**src/rwcm_regs.vh**
```
// register offsets, field positions, reset values and timing counts
// for the reset, watchdog and clock monitor block.
// assumes: included by bare name, 8-bit register port.
`ifndef RWCM_REGS_VH
`define RWCM_REGS_VH

// ==========================================================
// register offsets
`define RWCM_ADDR_OPTION    8'h39
`define RWCM_ADDR_SERVICE   8'h3A
`define RWCM_ADDR_STATUS    8'h3B
`define RWCM_ADDR_TEST      8'h3E
`define RWCM_ADDR_CONFIG    8'h3F

// ==========================================================
// field positions
`define RWCM_OPT_CME        3
`define RWCM_OPT_RATE_HI    1
`define RWCM_OPT_RATE_LO    0
`define RWCM_TEST_DISABLE_RESETS_BIT      0
`define RWCM_CFG_WATCHDOG_DISABLE_CFG      2

// ==========================================================
// values
`define RWCM_SVC_ARM        8'h55
`define RWCM_SVC_CLEAR      8'hAA
`define RWCM_CFG_ONES       8'h60
`define RWCM_ZERO8          8'h00

// ==========================================================
// reset causes
`define RWCM_CAUSE_EXT      2'h0
`define RWCM_CAUSE_CMON     2'h1
`define RWCM_CAUSE_WDOG     2'h2

// ==========================================================
// vectors
`define RWCM_VEC_EXT_NORM   16'hFFFE
`define RWCM_VEC_CMON_NORM  16'hFFFC
`define RWCM_VEC_WDOG_NORM  16'hFFFA
`define RWCM_VEC_EXT_SPEC   16'hBFFE
`define RWCM_VEC_CMON_SPEC  16'hBFFC
`define RWCM_VEC_WDOG_SPEC  16'hBFFA

// ==========================================================
// timing, in bus clock cycles; the watchdog prescale is a width in bits
`define RWCM_POR_CYCLES     4064
`define RWCM_DRIVE_CYCLES   4
`define RWCM_SAMPLE_DELAY   2
`define RWCM_WRONCE_CYCLES  64
`define RWCM_WD_PRESCALE    15

`endif

```
**src/rwcm_top.v**
```verilog
// reset sequencer, watchdog control and clock monitor.
// assumes: REF_CLK is the bus clock; pin and strap inputs are
// synchronous; the rc delay cell flags missing clock edges itself.
//
// The implementer's own choice: the plain strobed port.
`timescale 1ns/1ps
`include "rwcm_regs.vh"

module rwcm_top #(
  parameter POR_CYCLES       = `RWCM_POR_CYCLES,
  parameter WD_PRESCALE_BITS = `RWCM_WD_PRESCALE,
  parameter WATCHDOG_DISABLE_CFG_DEFAULT    = 1'b0
) (
  input  wire        REF_CLK,
  input  wire        RESET_N,
  input  wire        SPECIAL_MODE,
  input  wire        STOP_MODE,
  input  wire        RC_DELAY_EXPIRED,
  input  wire        RESET_PIN_IN,
  output wire        RESET_PIN_OUT,
  output wire        RESET_PIN_OE_N,
  output wire        CPU_RESET,
  output reg  [15:0] RESET_VECTOR,
  output reg  [1:0]  RESET_CAUSE,
  input  wire [7:0]  REG_ADDR,
  input  wire [7:0]  REG_WDATA,
  input  wire        REG_WR,
  input  wire        REG_RD,
  output reg  [7:0]  REG_RDATA
);

  // ==========================================================
  // state codes
  localparam ST_POR     = 3'h0;
  localparam ST_PINHOLD = 3'h1;
  localparam ST_DRIVE   = 3'h2;
  localparam ST_RELEASE = 3'h3;
  localparam ST_RUN     = 3'h4;

  localparam [11:0] POR_LAST   = POR_CYCLES - 1;
  localparam [2:0]  DRIVE_LAST = `RWCM_DRIVE_CYCLES - 1;
  localparam [2:0]  SAMP_LAST  = `RWCM_SAMPLE_DELAY - 1;
  localparam [6:0]  WRONCE_END = `RWCM_WRONCE_CYCLES;

  reg  [2:0]  state;
  reg  [2:0]  next_state;
  reg  [11:0] por_count;
  reg  [2:0]  seq_count;
  reg  [1:0]  pend_cause;
  reg  [1:0]  next_cause;
  reg         clock_monitor_en;
  reg  [1:0]  rate_sel;
  reg         rate_written;
  reg  [6:0]  since_reset;
  reg         disable_resets_bit;
  reg         watchdog_disable_cfg_latch;
  reg         watchdog_disable_cfg_shadow;
  reg         armed;
  wire        sys_rst;
  wire        run;
  wire        wd_timeout;
  wire        cm_fail;
  wire        wr_opt;
  wire        wr_svc;
  wire        svc_clear;
  wire        rate_open;
  wire        wd_enable;
  wire        trig;

  // ==========================================================
  // reset sequencer
  assign run       = (state == ST_RUN);
  assign sys_rst   = !run;
  assign CPU_RESET = sys_rst;
  // pin driven low in the drive window and during the power-on count
  assign RESET_PIN_OUT  = 1'b0;
  assign RESET_PIN_OE_N = !(state == ST_DRIVE || state == ST_POR);

  // monitor sees both a dead clock and clocks halted by stop
  assign cm_fail = clock_monitor_en && (RC_DELAY_EXPIRED || STOP_MODE);
  assign trig    = !RESET_PIN_IN || wd_timeout || cm_fail;

  always @* begin
    next_state = state;
    next_cause = pend_cause;
    case (state)
      ST_POR: begin
        if (por_count == POR_LAST) begin
          if (RESET_PIN_IN) begin
            next_state = ST_RUN;
          end else begin
            next_state = ST_PINHOLD;
          end
          next_cause = `RWCM_CAUSE_EXT;
        end
      end
      ST_PINHOLD: begin
        if (RESET_PIN_IN) begin
          next_state = ST_RUN;
        end
      end
      ST_DRIVE: begin
        if (seq_count == DRIVE_LAST) begin
          next_state = ST_RELEASE;
        end
      end
      ST_RELEASE: begin
        if (seq_count == SAMP_LAST) begin
          if (RESET_PIN_IN) begin
            next_state = ST_RUN;
          end else begin
            next_state = ST_PINHOLD;
            next_cause = `RWCM_CAUSE_EXT;
          end
        end
      end
      ST_RUN: begin
        if (trig) begin
          next_state = ST_DRIVE;
          // monitor outranks watchdog if both fire together
          if (cm_fail) begin
            next_cause = `RWCM_CAUSE_CMON;
          end else if (wd_timeout) begin
            next_cause = `RWCM_CAUSE_WDOG;
          end else begin
            next_cause = `RWCM_CAUSE_EXT;
          end
        end
      end
      default: begin
        next_state = ST_POR;
      end
    endcase
  end

  always @(posedge REF_CLK or negedge RESET_N) begin
    if (!RESET_N) begin
      state      <= ST_POR;
      por_count  <= 12'h000;
      seq_count  <= 3'h0;
      pend_cause <= `RWCM_CAUSE_EXT;
    end else begin
      state      <= next_state;
      pend_cause <= next_cause;
      if (state == ST_POR) begin
        por_count <= por_count + 12'h001;
      end
      if (next_state != state) begin
        seq_count <= 3'h0;
      end else begin
        seq_count <= seq_count + 3'h1;
      end
    end
  end

  // vector and cause shown at reset exit, held while running
  always @(posedge REF_CLK or negedge RESET_N) begin
    if (!RESET_N) begin
      RESET_VECTOR <= `RWCM_VEC_EXT_NORM;
      RESET_CAUSE  <= `RWCM_CAUSE_EXT;
    end else if (!run && next_state == ST_RUN) begin
      RESET_CAUSE <= next_cause;
      case (next_cause)
        `RWCM_CAUSE_CMON: RESET_VECTOR <= SPECIAL_MODE ?
          `RWCM_VEC_CMON_SPEC : `RWCM_VEC_CMON_NORM;
        `RWCM_CAUSE_WDOG: RESET_VECTOR <= SPECIAL_MODE ?
          `RWCM_VEC_WDOG_SPEC : `RWCM_VEC_WDOG_NORM;
        default: RESET_VECTOR <= SPECIAL_MODE ?
          `RWCM_VEC_EXT_SPEC : `RWCM_VEC_EXT_NORM;
      endcase
    end
  end

  // ==========================================================
  // register port
  assign wr_opt    = run && REG_WR && (REG_ADDR == `RWCM_ADDR_OPTION);
  assign wr_svc    = run && REG_WR && (REG_ADDR == `RWCM_ADDR_SERVICE);
  assign svc_clear = wr_svc && armed && (REG_WDATA == `RWCM_SVC_CLEAR);
  assign rate_open = SPECIAL_MODE ||
                     (!rate_written && since_reset < WRONCE_END);
  assign wd_enable = !watchdog_disable_cfg_latch && !disable_resets_bit;

  always @(posedge REF_CLK or negedge RESET_N) begin
    if (!RESET_N) begin
      clock_monitor_en          <= 1'b0;
      rate_sel     <= 2'h0;
      rate_written <= 1'b0;
      since_reset  <= 7'h00;
      disable_resets_bit         <= 1'b0;
      armed        <= 1'b0;
      watchdog_disable_cfg_shadow <= WATCHDOG_DISABLE_CFG_DEFAULT;
      watchdog_disable_cfg_latch  <= WATCHDOG_DISABLE_CFG_DEFAULT;
    end else if (sys_rst) begin
      clock_monitor_en          <= 1'b0;
      rate_sel     <= 2'h0;
      rate_written <= 1'b0;
      since_reset  <= 7'h00;
      disable_resets_bit         <= SPECIAL_MODE;
      armed        <= 1'b0;
      watchdog_disable_cfg_latch  <= watchdog_disable_cfg_shadow;
    end else begin
      if (since_reset != WRONCE_END) begin
        since_reset <= since_reset + 7'h01;
      end
      if (wr_opt) begin
        clock_monitor_en <= REG_WDATA[`RWCM_OPT_CME];
        if (rate_open) begin
          rate_sel     <= REG_WDATA[`RWCM_OPT_RATE_HI:`RWCM_OPT_RATE_LO];
          rate_written <= 1'b1;
        end
      end
      if (wr_svc && REG_WDATA == `RWCM_SVC_ARM) begin
        armed <= 1'b1;
      end else if (svc_clear) begin
        armed <= 1'b0;
      end
      if (REG_WR && REG_ADDR == `RWCM_ADDR_TEST) begin
        disable_resets_bit <= REG_WDATA[`RWCM_TEST_DISABLE_RESETS_BIT];
      end
      // stored copy only; the live latch reloads at the next reset
      if (REG_WR && REG_ADDR == `RWCM_ADDR_CONFIG) begin
        watchdog_disable_cfg_shadow <= REG_WDATA[`RWCM_CFG_WATCHDOG_DISABLE_CFG];
      end
    end
  end

  always @(posedge REF_CLK or negedge RESET_N) begin
    if (!RESET_N) begin
      REG_RDATA <= `RWCM_ZERO8;
    end else if (REG_RD) begin
      case (REG_ADDR)
        `RWCM_ADDR_OPTION:
          REG_RDATA <= {4'h0, clock_monitor_en, 1'b0, rate_sel};
        `RWCM_ADDR_STATUS:
          REG_RDATA <= {5'h00, sys_rst, RESET_CAUSE};
        `RWCM_ADDR_TEST:
          REG_RDATA <= {7'h00, disable_resets_bit};
        `RWCM_ADDR_CONFIG:
          REG_RDATA <= `RWCM_CFG_ONES | {5'h00, watchdog_disable_cfg_latch, 2'h0};
        default:
          REG_RDATA <= `RWCM_ZERO8;
      endcase
    end else begin
      REG_RDATA <= `RWCM_ZERO8;
    end
  end

  // ==========================================================
  // watchdog
  // stop halts its count; a dead clock is left to the monitor
  rwcm_wdog #(
    .PRESCALE_BITS (WD_PRESCALE_BITS)
  ) u_wdog (
    .clk      (REF_CLK),
    .rst_n    (RESET_N),
    .sys_rst  (sys_rst),
    .run      (!STOP_MODE),
    .service  (svc_clear),
    .enable   (wd_enable),
    .rate_sel (rate_sel),
    .timeout  (wd_timeout)
  );

  // frequency thresholds of the monitor live in the rc cell;
  // at the 10 MHz bus clock it never flags

endmodule

```
**src/rwcm_wdog.v**
```verilog
// watchdog prescaler and timeout counter.
// assumes: one bus clock, sync clear from the reset sequencer.
`timescale 1ns/1ps
`include "rwcm_regs.vh"

module rwcm_wdog #(
  parameter PRESCALE_BITS = `RWCM_WD_PRESCALE
) (
  input  wire       clk,
  input  wire       rst_n,
  input  wire       sys_rst,
  input  wire       run,
  input  wire       service,
  input  wire       enable,
  input  wire [1:0] rate_sel,
  output reg        timeout
);

  reg  [PRESCALE_BITS-1:0] prescale;
  reg  [6:0]               ticks;
  reg  [6:0]               limit;
  wire                     tick;

  // ==========================================================
  // prescaler
  assign tick = &prescale;

  // rate factor 1/4/16/64; one extra tick makes the error -0/+1 tick
  always @* begin
    case (rate_sel)
      2'h0:    limit = 7'h01;
      2'h1:    limit = 7'h04;
      2'h2:    limit = 7'h10;
      2'h3:    limit = 7'h40;
      default: limit = 7'h01;
    endcase
  end

  // prescaler free-runs across services, cleared only by reset
  always @(posedge clk or negedge rst_n) begin
    if (!rst_n) begin
      prescale <= {PRESCALE_BITS{1'b0}};
      ticks    <= 7'h00;
      timeout  <= 1'b0;
    end else if (sys_rst) begin
      prescale <= {PRESCALE_BITS{1'b0}};
      ticks    <= 7'h00;
      timeout  <= 1'b0;
    end else if (run) begin // halted clocks halt the count
      prescale <= prescale + {{(PRESCALE_BITS-1){1'b0}}, 1'b1};
      timeout  <= 1'b0;
      if (service) begin
        ticks <= 7'h00;
      end else if (tick) begin
        if (ticks == limit) begin
          ticks   <= 7'h00;
          timeout <= enable;
        end else begin
          ticks <= ticks + 7'h01;
        end
      end
    end else begin
      timeout <= 1'b0;
    end
  end

endmodule

```
**config.mk**
```make
export PLATFORM = sky130hd
export DESIGN_NAME = rwcm_top
export DESIGN_NICKNAME = d
export VERILOG_FILES = /design/src/rwcm_top.v /design/src/rwcm_wdog.v
export VERILOG_INCLUDE_DIRS = /design/src
export SDC_FILE = /design/constraint.sdc
export NUM_CORES = 1
export LEC_CHECK = 0
export BUFFER_PORTS_ARGS = -buffer_cell sky130_fd_sc_hd__clkbuf_2
export CORE_ASPECT_RATIO = 1.75
export CORE_MARGIN = 2
export CORE_UTILIZATION = 55
export DETAILED_ROUTE_END_ITERATION = 12
export PLACE_DENSITY = 0.77
export SYNTH_ARGS = -nofsm -noshare
export SYNTH_HDL_FRONTEND = slang
export SYNTH_SLANG_ARGS = --single-unit
```
**constraint.sdc**
```tcl
create_clock -name REF_CLK -period 6.2 [get_ports REF_CLK]
set_input_delay 1.24 -clock REF_CLK [delete_from_list [all_inputs] [get_ports REF_CLK]]
set_output_delay 1.24 -clock REF_CLK [all_outputs]
set_load 0.02 [all_outputs]
```
==> impl_metrics.prom <==
# TYPE chip_impl_metric gauge
chip_impl_info{name="timing.critical_path.to_type",value="output pin"} 1
chip_impl_metric{name="dp.cells",unit=""} 483
chip_impl_info{name="regToRegEndpoint",value="u_wdog.ticks[5]"} 1
chip_impl_info{name="layout_common_cells",value="sky130_fd_sc_hd__dfrtp_1, sky130_fd_sc_hd__nor2_1, sky130_fd_sc_hd__clkbuf_2, sky130_fd_sc_hd__nand2_1, sky130_fd_sc_hd__nand3_1"} 1
chip_impl_metric{name="final.period_utilization",unit="%"} 49.0
chip_impl_metric{name="leakagePower",unit="nW"} 1.85
chip_impl_info{name="reg2reg_from",value="state[1]"} 1
chip_impl_metric{name="grt_remaining_overflow",unit=""} 0
chip_impl_metric{name="worstMarginPinSlew",unit="ns"} 0.854
chip_impl_metric{name="grt_first_pass_wirelength",unit="um"} 12400
chip_impl_metric{name="postPlaceCellArea",unit="mm2"} 0.00387
chip_impl_info{name="tritoncts",value="built"} 1
chip_impl_metric{name="cellPowerDensity",unit="mW/mm2"} 329
chip_impl_metric{name="cts_setup_buffers",unit=""} 0
chip_impl_metric{name="layout.filler_cells",unit=""} 554
chip_impl_metric{name="grt_pass1_vias",unit=""} 2774
chip_impl_metric{name="async_reset_ff_share",unit="%"} 100
chip_impl_metric{name="antenna_found_initial",unit=""} 0
chip_impl_info{name="cp_slowest_cell",value="sky130_fd_sc_hd__dfrtp_1"} 1
chip_impl_metric{name="numCtsBuffers",unit=""} 9
chip_impl_metric{name="post_cts.resized_instances",unit=""} 0
chip_impl_metric{name="max_stage_delay",unit="ns"} 0.48
chip_impl_metric{name="core_area",unit="mm2"} 0.00654
chip_impl_info{name="status",value="finished clean"} 1
chip_impl_metric{name="via_count",unit=""} 2829
chip_impl_metric{name="drc",unit=""} 0
chip_impl_metric{name="drv_slew",unit=""} 0
chip_impl_metric{name="worst_clock_skew",unit="ns"} 0.00749
chip_impl_info{name="synth.largest_area_cell",value="sky130_fd_sc_hd__dfrtp_1"} 1
chip_impl_metric{name="max_cap_violation_count",unit=""} 0
chip_impl_metric{name="synth_enable_flop_cells",unit=""} 0
chip_impl_metric{name="fin_hold_ws",unit="ns"} 0.467
chip_impl_metric{name="pin_count",unit=""} 53
chip_impl_info{name="critical_path_class",value="reg2out"} 1
chip_impl_metric{name="antenna_cells",unit=""} 0
chip_impl_metric{name="routed_via_density",unit=""} 5.67
chip_impl_metric{name="number_of_endpoints_failing_setup_at_the_final_stage",unit=""} 0
chip_impl_metric{name="timing.critical_path.depth",unit=""} 5
chip_impl_metric{name="die_area",unit="mm2"} 0.00745
chip_impl_info{name="mostFrequentLayoutCell",value="sky130_fd_sc_hd__dfrtp_1"} 1
chip_impl_metric{name="synthesis.area_per_instance",unit="um2"} 9.85
chip_impl_metric{name="grt.total_usage",unit="%"} 21.7
chip_impl_metric{name="post_route_cells_drive_above_1_share",unit="%"} 16.8
chip_impl_metric{name="final_nets",unit=""} 444
chip_impl_metric{name="timing.critical_path.fanout_max",unit=""} 33
chip_impl_metric{name="finalNonFillerCells",unit=""} 499
chip_impl_metric{name="r2r_cells",unit=""} 7
chip_impl_metric{name="final.min_clock_period",unit="ns"} 3.04
chip_impl_metric{name="cts_hold_bufs",unit=""} 0
chip_impl_metric{name="placement.io_buffers",unit=""} 36
chip_impl_info{name="critPathLaunch",value="state[1]"} 1
chip_impl_metric{name="postRouteAntennaNets",unit=""} 0
chip_impl_info{name="worst_setup_path_endpoint",value="CPU_RESET"} 1
chip_impl_metric{name="wire_per_inst",unit="um"} 15.0
chip_impl_metric{name="pin_count_of_the_biggest_net_entering_global_routing",unit=""} 69
chip_impl_metric{name="clock_slew_seen_by_the_registers_of_the_worst_setup_and_hold_paths",unit="ns"} 0.05
chip_impl_metric{name="r2r_slack",unit="ns"} 3.93
chip_impl_info{name="cts_root_buf",value="sky130_fd_sc_hd__clkbuf_16"} 1
chip_impl_info{name="critical-path-top-delay-family",value="buffers and inverters"} 1
chip_impl_metric{name="syn-instance-count",unit=""} 377
chip_impl_info{name="crit_path_frequent_cell",value="sky130_fd_sc_hd__buf_4"} 1
chip_impl_metric{name="clk-insertion-delay-late",unit="ns"} 0.33
chip_impl_metric{name="yosys_register_bits",unit=""} 68
chip_impl_metric{name="tns",unit="ns"} 0
chip_impl_metric{name="max_freq",unit="MHz"} 329
chip_impl_metric{name="placement_rows",unit=""} 39
chip_impl_metric{name="first_iter_violations",unit=""} 125
chip_impl_info{name="rsz_0062_raised_after_global_routing",value="false"} 1
chip_impl_metric{name="drt-pass1-iter-count",unit=""} 4
chip_impl_metric{name="path_buf_inv",unit=""} 4
chip_impl_metric{name="initial_utilization",unit="%"} 56.8
chip_impl_info{name="area_contributors_post_synth",value="sky130_fd_sc_hd__dfrtp_1, sky130_fd_sc_hd__nor2_1, sky130_fd_sc_hd__xnor2_1, sky130_fd_sc_hd__buf_4, sky130_fd_sc_hd__nand2_1"} 1
chip_impl_metric{name="report.power.total",unit="mW"} 1.36
chip_impl_info{name="hold_crit_class",value="reg2reg"} 1
chip_impl_info{name="cp-start-kind",value="flip-flop"} 1
chip_impl_metric{name="numClockSinks",unit=""} 68
chip_impl_metric{name="worst-endpoint-required",unit="ns"} 4.96
chip_impl_metric{name="post-dp-hpwl",unit="um"} 5410
chip_impl_metric{name="routed_wl",unit="um"} 7510
chip_impl_metric{name="area_growth",unit="%"} 11.1
chip_impl_metric{name="synth.cell_area",unit="mm2"} 0.00371
chip_impl_metric{name="hold_viol",unit=""} 0
chip_impl_metric{name="ctsLongestPathBuffers",unit=""} 2
chip_impl_metric{name="worst_slew_margin_rel",unit="%"} 43.0
chip_impl_metric{name="die_width",unit="um"} 66.1
chip_impl_info{name="critical_path.cell_chain",value="nor3b_1, buf_4, inv_1, buf_4, clkbuf_2"} 1
chip_impl_metric{name="place_congestion",unit=""} 0.836
chip_impl_metric{name="worst_ir_drop_on_vdd",unit="uV"} 158
chip_impl_metric{name="synthDominantCellAreaShare",unit="%"} 43.8
chip_impl_info{name="synth-main-ff-cell",value="sky130_fd_sc_hd__dfrtp_1"} 1
chip_impl_metric{name="synth_warnings",unit=""} 0
chip_impl_metric{name="die_y",unit="um"} 113
chip_impl_metric{name="cts_max_level",unit=""} 3
chip_impl_metric{name="finish.instance_area",unit="mm2"} 0.00413
chip_impl_metric{name="ys_seq_area_share",unit="%"} 45.9
chip_impl_metric{name="synth_cell_type_count",unit=""} 58
chip_impl_metric{name="worstPathArrival",unit="ns"} 1.80
==> state kept, by name (all words and copies together), names as in the netlist <==
| name | count |
|---|---|
| REG_RDATA | 5 |
| RESET_CAUSE | 2 |
| RESET_VECTOR | 3 |
| armed | 1 |
| clock_monitor_en | 1 |
| disable_resets_bit | 1 |
| pend_cause | 2 |
| por_count | 12 |
| rate_sel | 2 |
| rate_written | 1 |
| seq_count | 3 |
| since_reset | 7 |
| state | 3 |
| u_wdog.prescale | 15 |
| u_wdog.ticks | 7 |
| u_wdog.timeout | 1 |
| watchdog_disable_cfg_latch | 1 |
| watchdog_disable_cfg_shadow | 1 |
==> worst min-delay path by stage <==
stage / depth (start not counted) / to / startpoint
after floorplan: 1 / seq_count[0] / seq_count[0]
after global placement: 1 / seq_count[0] / seq_count[0]
after detailed placement: 1 / por_count[11] / por_count[11]
after CTS: 1 / seq_count[0] / seq_count[0]
after global routing: 1 / seq_count[0] / seq_count[0]
final: 1 / seq_count[0] / seq_count[0]
==> logic make-up (layout without fill, tap and decap cells) <==
group / after synthesis / in the layout / share of synthesized area, %
AO/OA/AOI/OAI: 55 / 55 / 10.1
other: 2 / 16 / 0.202
AND/OR/NAND/NOR: 163 / 163 / 25.2
adder cells (fa/ha/maj): 8 / 8 / 2.69
flip-flops: 68 / 68 / 45.9
multiplexers: 7 / 7 / 2.05
XOR/XNOR: 29 / 29 / 6.84
buffers and inverters: 45 / 71 / 6.97
==> through the flow <==
stage | utilization [%] | setup slack [ns]
floorplan | - | 3.56
global placement | 59.2 | 3.48
detailed placement | 59.2 | 3.42
CTS | 63.1 | 3.14
global route | 63.1 | 3.03
finish | 63.1 | 3.16
==> metal layers <==
layer	wire, um	share of wire (%)	track usage (%)
met1	2990	40	24.9
met2	4030	54	36.7
met3	247	3.3	4.77
met4	244	3.2	11.6
met5	0	0	0
==> where the power goes <==
part           internal, mW  switching, mW  leakage (nW)
combinational         0.126          0.221         0.813
sequential            0.508         0.0605         0.915
clock                 0.270          0.170         0.122
total                 0.905          0.452          1.85
==> worst register-to-register path: stages, from the launching register on <==
cell                       delay, ns
sky130_fd_sc_hd__dfrtp_1        0.48
sky130_fd_sc_hd__nor3b_1        0.27
sky130_fd_sc_hd__buf_4          0.23
sky130_fd_sc_hd__inv_1          0.05
sky130_fd_sc_hd__buf_4          0.24
sky130_fd_sc_hd__a211oi_2       0.59
sky130_fd_sc_hd__or4_1          0.22
sky130_fd_sc_hd__a22oi_2        0.06
==> synthesized netlist by cell type, types with 2 or more instances <==
| master | n |
|---|---|
| sky130_fd_sc_hd__nand3b_1 | 4 |
| sky130_fd_sc_hd__nand4b_1 | 3 |
| sky130_fd_sc_hd__nand2_1 | 33 |
| sky130_fd_sc_hd__o22ai_1 | 2 |
| sky130_fd_sc_hd__a21oi_1 | 10 |
| sky130_fd_sc_hd__clkbuf_1 | 5 |
| sky130_fd_sc_hd__dfstp_2 | 3 |
| sky130_fd_sc_hd__nor2_1 | 38 |
| sky130_fd_sc_hd__nand3_1 | 18 |
| sky130_fd_sc_hd__nor2b_1 | 6 |
| sky130_fd_sc_hd__conb_1 | 2 |
| sky130_fd_sc_hd__xnor2_1 | 16 |
| sky130_fd_sc_hd__nor3b_1 | 3 |
| sky130_fd_sc_hd__a32o_1 | 2 |
| sky130_fd_sc_hd__and3_1 | 8 |
| sky130_fd_sc_hd__a211oi_1 | 3 |
| sky130_fd_sc_hd__a22oi_1 | 4 |
| sky130_fd_sc_hd__mux2i_1 | 5 |
| sky130_fd_sc_hd__buf_6 | 3 |
| sky130_fd_sc_hd__nand2b_1 | 7 |
| sky130_fd_sc_hd__nor3_1 | 6 |
| sky130_fd_sc_hd__nor4bb_1 | 2 |
| sky130_fd_sc_hd__buf_2 | 3 |
| sky130_fd_sc_hd__ha_1 | 8 |
| sky130_fd_sc_hd__dfrtp_1 | 65 |
| sky130_fd_sc_hd__o21ai_0 | 13 |
| sky130_fd_sc_hd__inv_1 | 16 |
| sky130_fd_sc_hd__or2_2 | 3 |
| sky130_fd_sc_hd__buf_4 | 17 |
| sky130_fd_sc_hd__o31ai_1 | 6 |
| sky130_fd_sc_hd__a31oi_1 | 3 |
| sky130_fd_sc_hd__nand4_1 | 9 |
| sky130_fd_sc_hd__and3b_1 | 2 |
| sky130_fd_sc_hd__nor4_4 | 3 |
| sky130_fd_sc_hd__or4_1 | 4 |
| sky130_fd_sc_hd__o21ai_2 | 2 |
| sky130_fd_sc_hd__or3_1 | 5 |
| sky130_fd_sc_hd__and4bb_2 | 3 |
| sky130_fd_sc_hd__xor2_1 | 13 |
==> cell type report <==
cell class / count / area [um2] / share of cell area, %
sequential: 68 / 1710 / 41.3
clock inverter: 1 / 5.00 / 0.121
timing repair buffer: 39 / 203 / 4.91
tap: 82 / 103 / 2.49
clock buffer: 15 / 248 / 6.00
inverter: 16 / 60.1 / 1.46
multi-input combinational: 278 / 1800 / 43.7
Power figures use the tool's default switching activity.
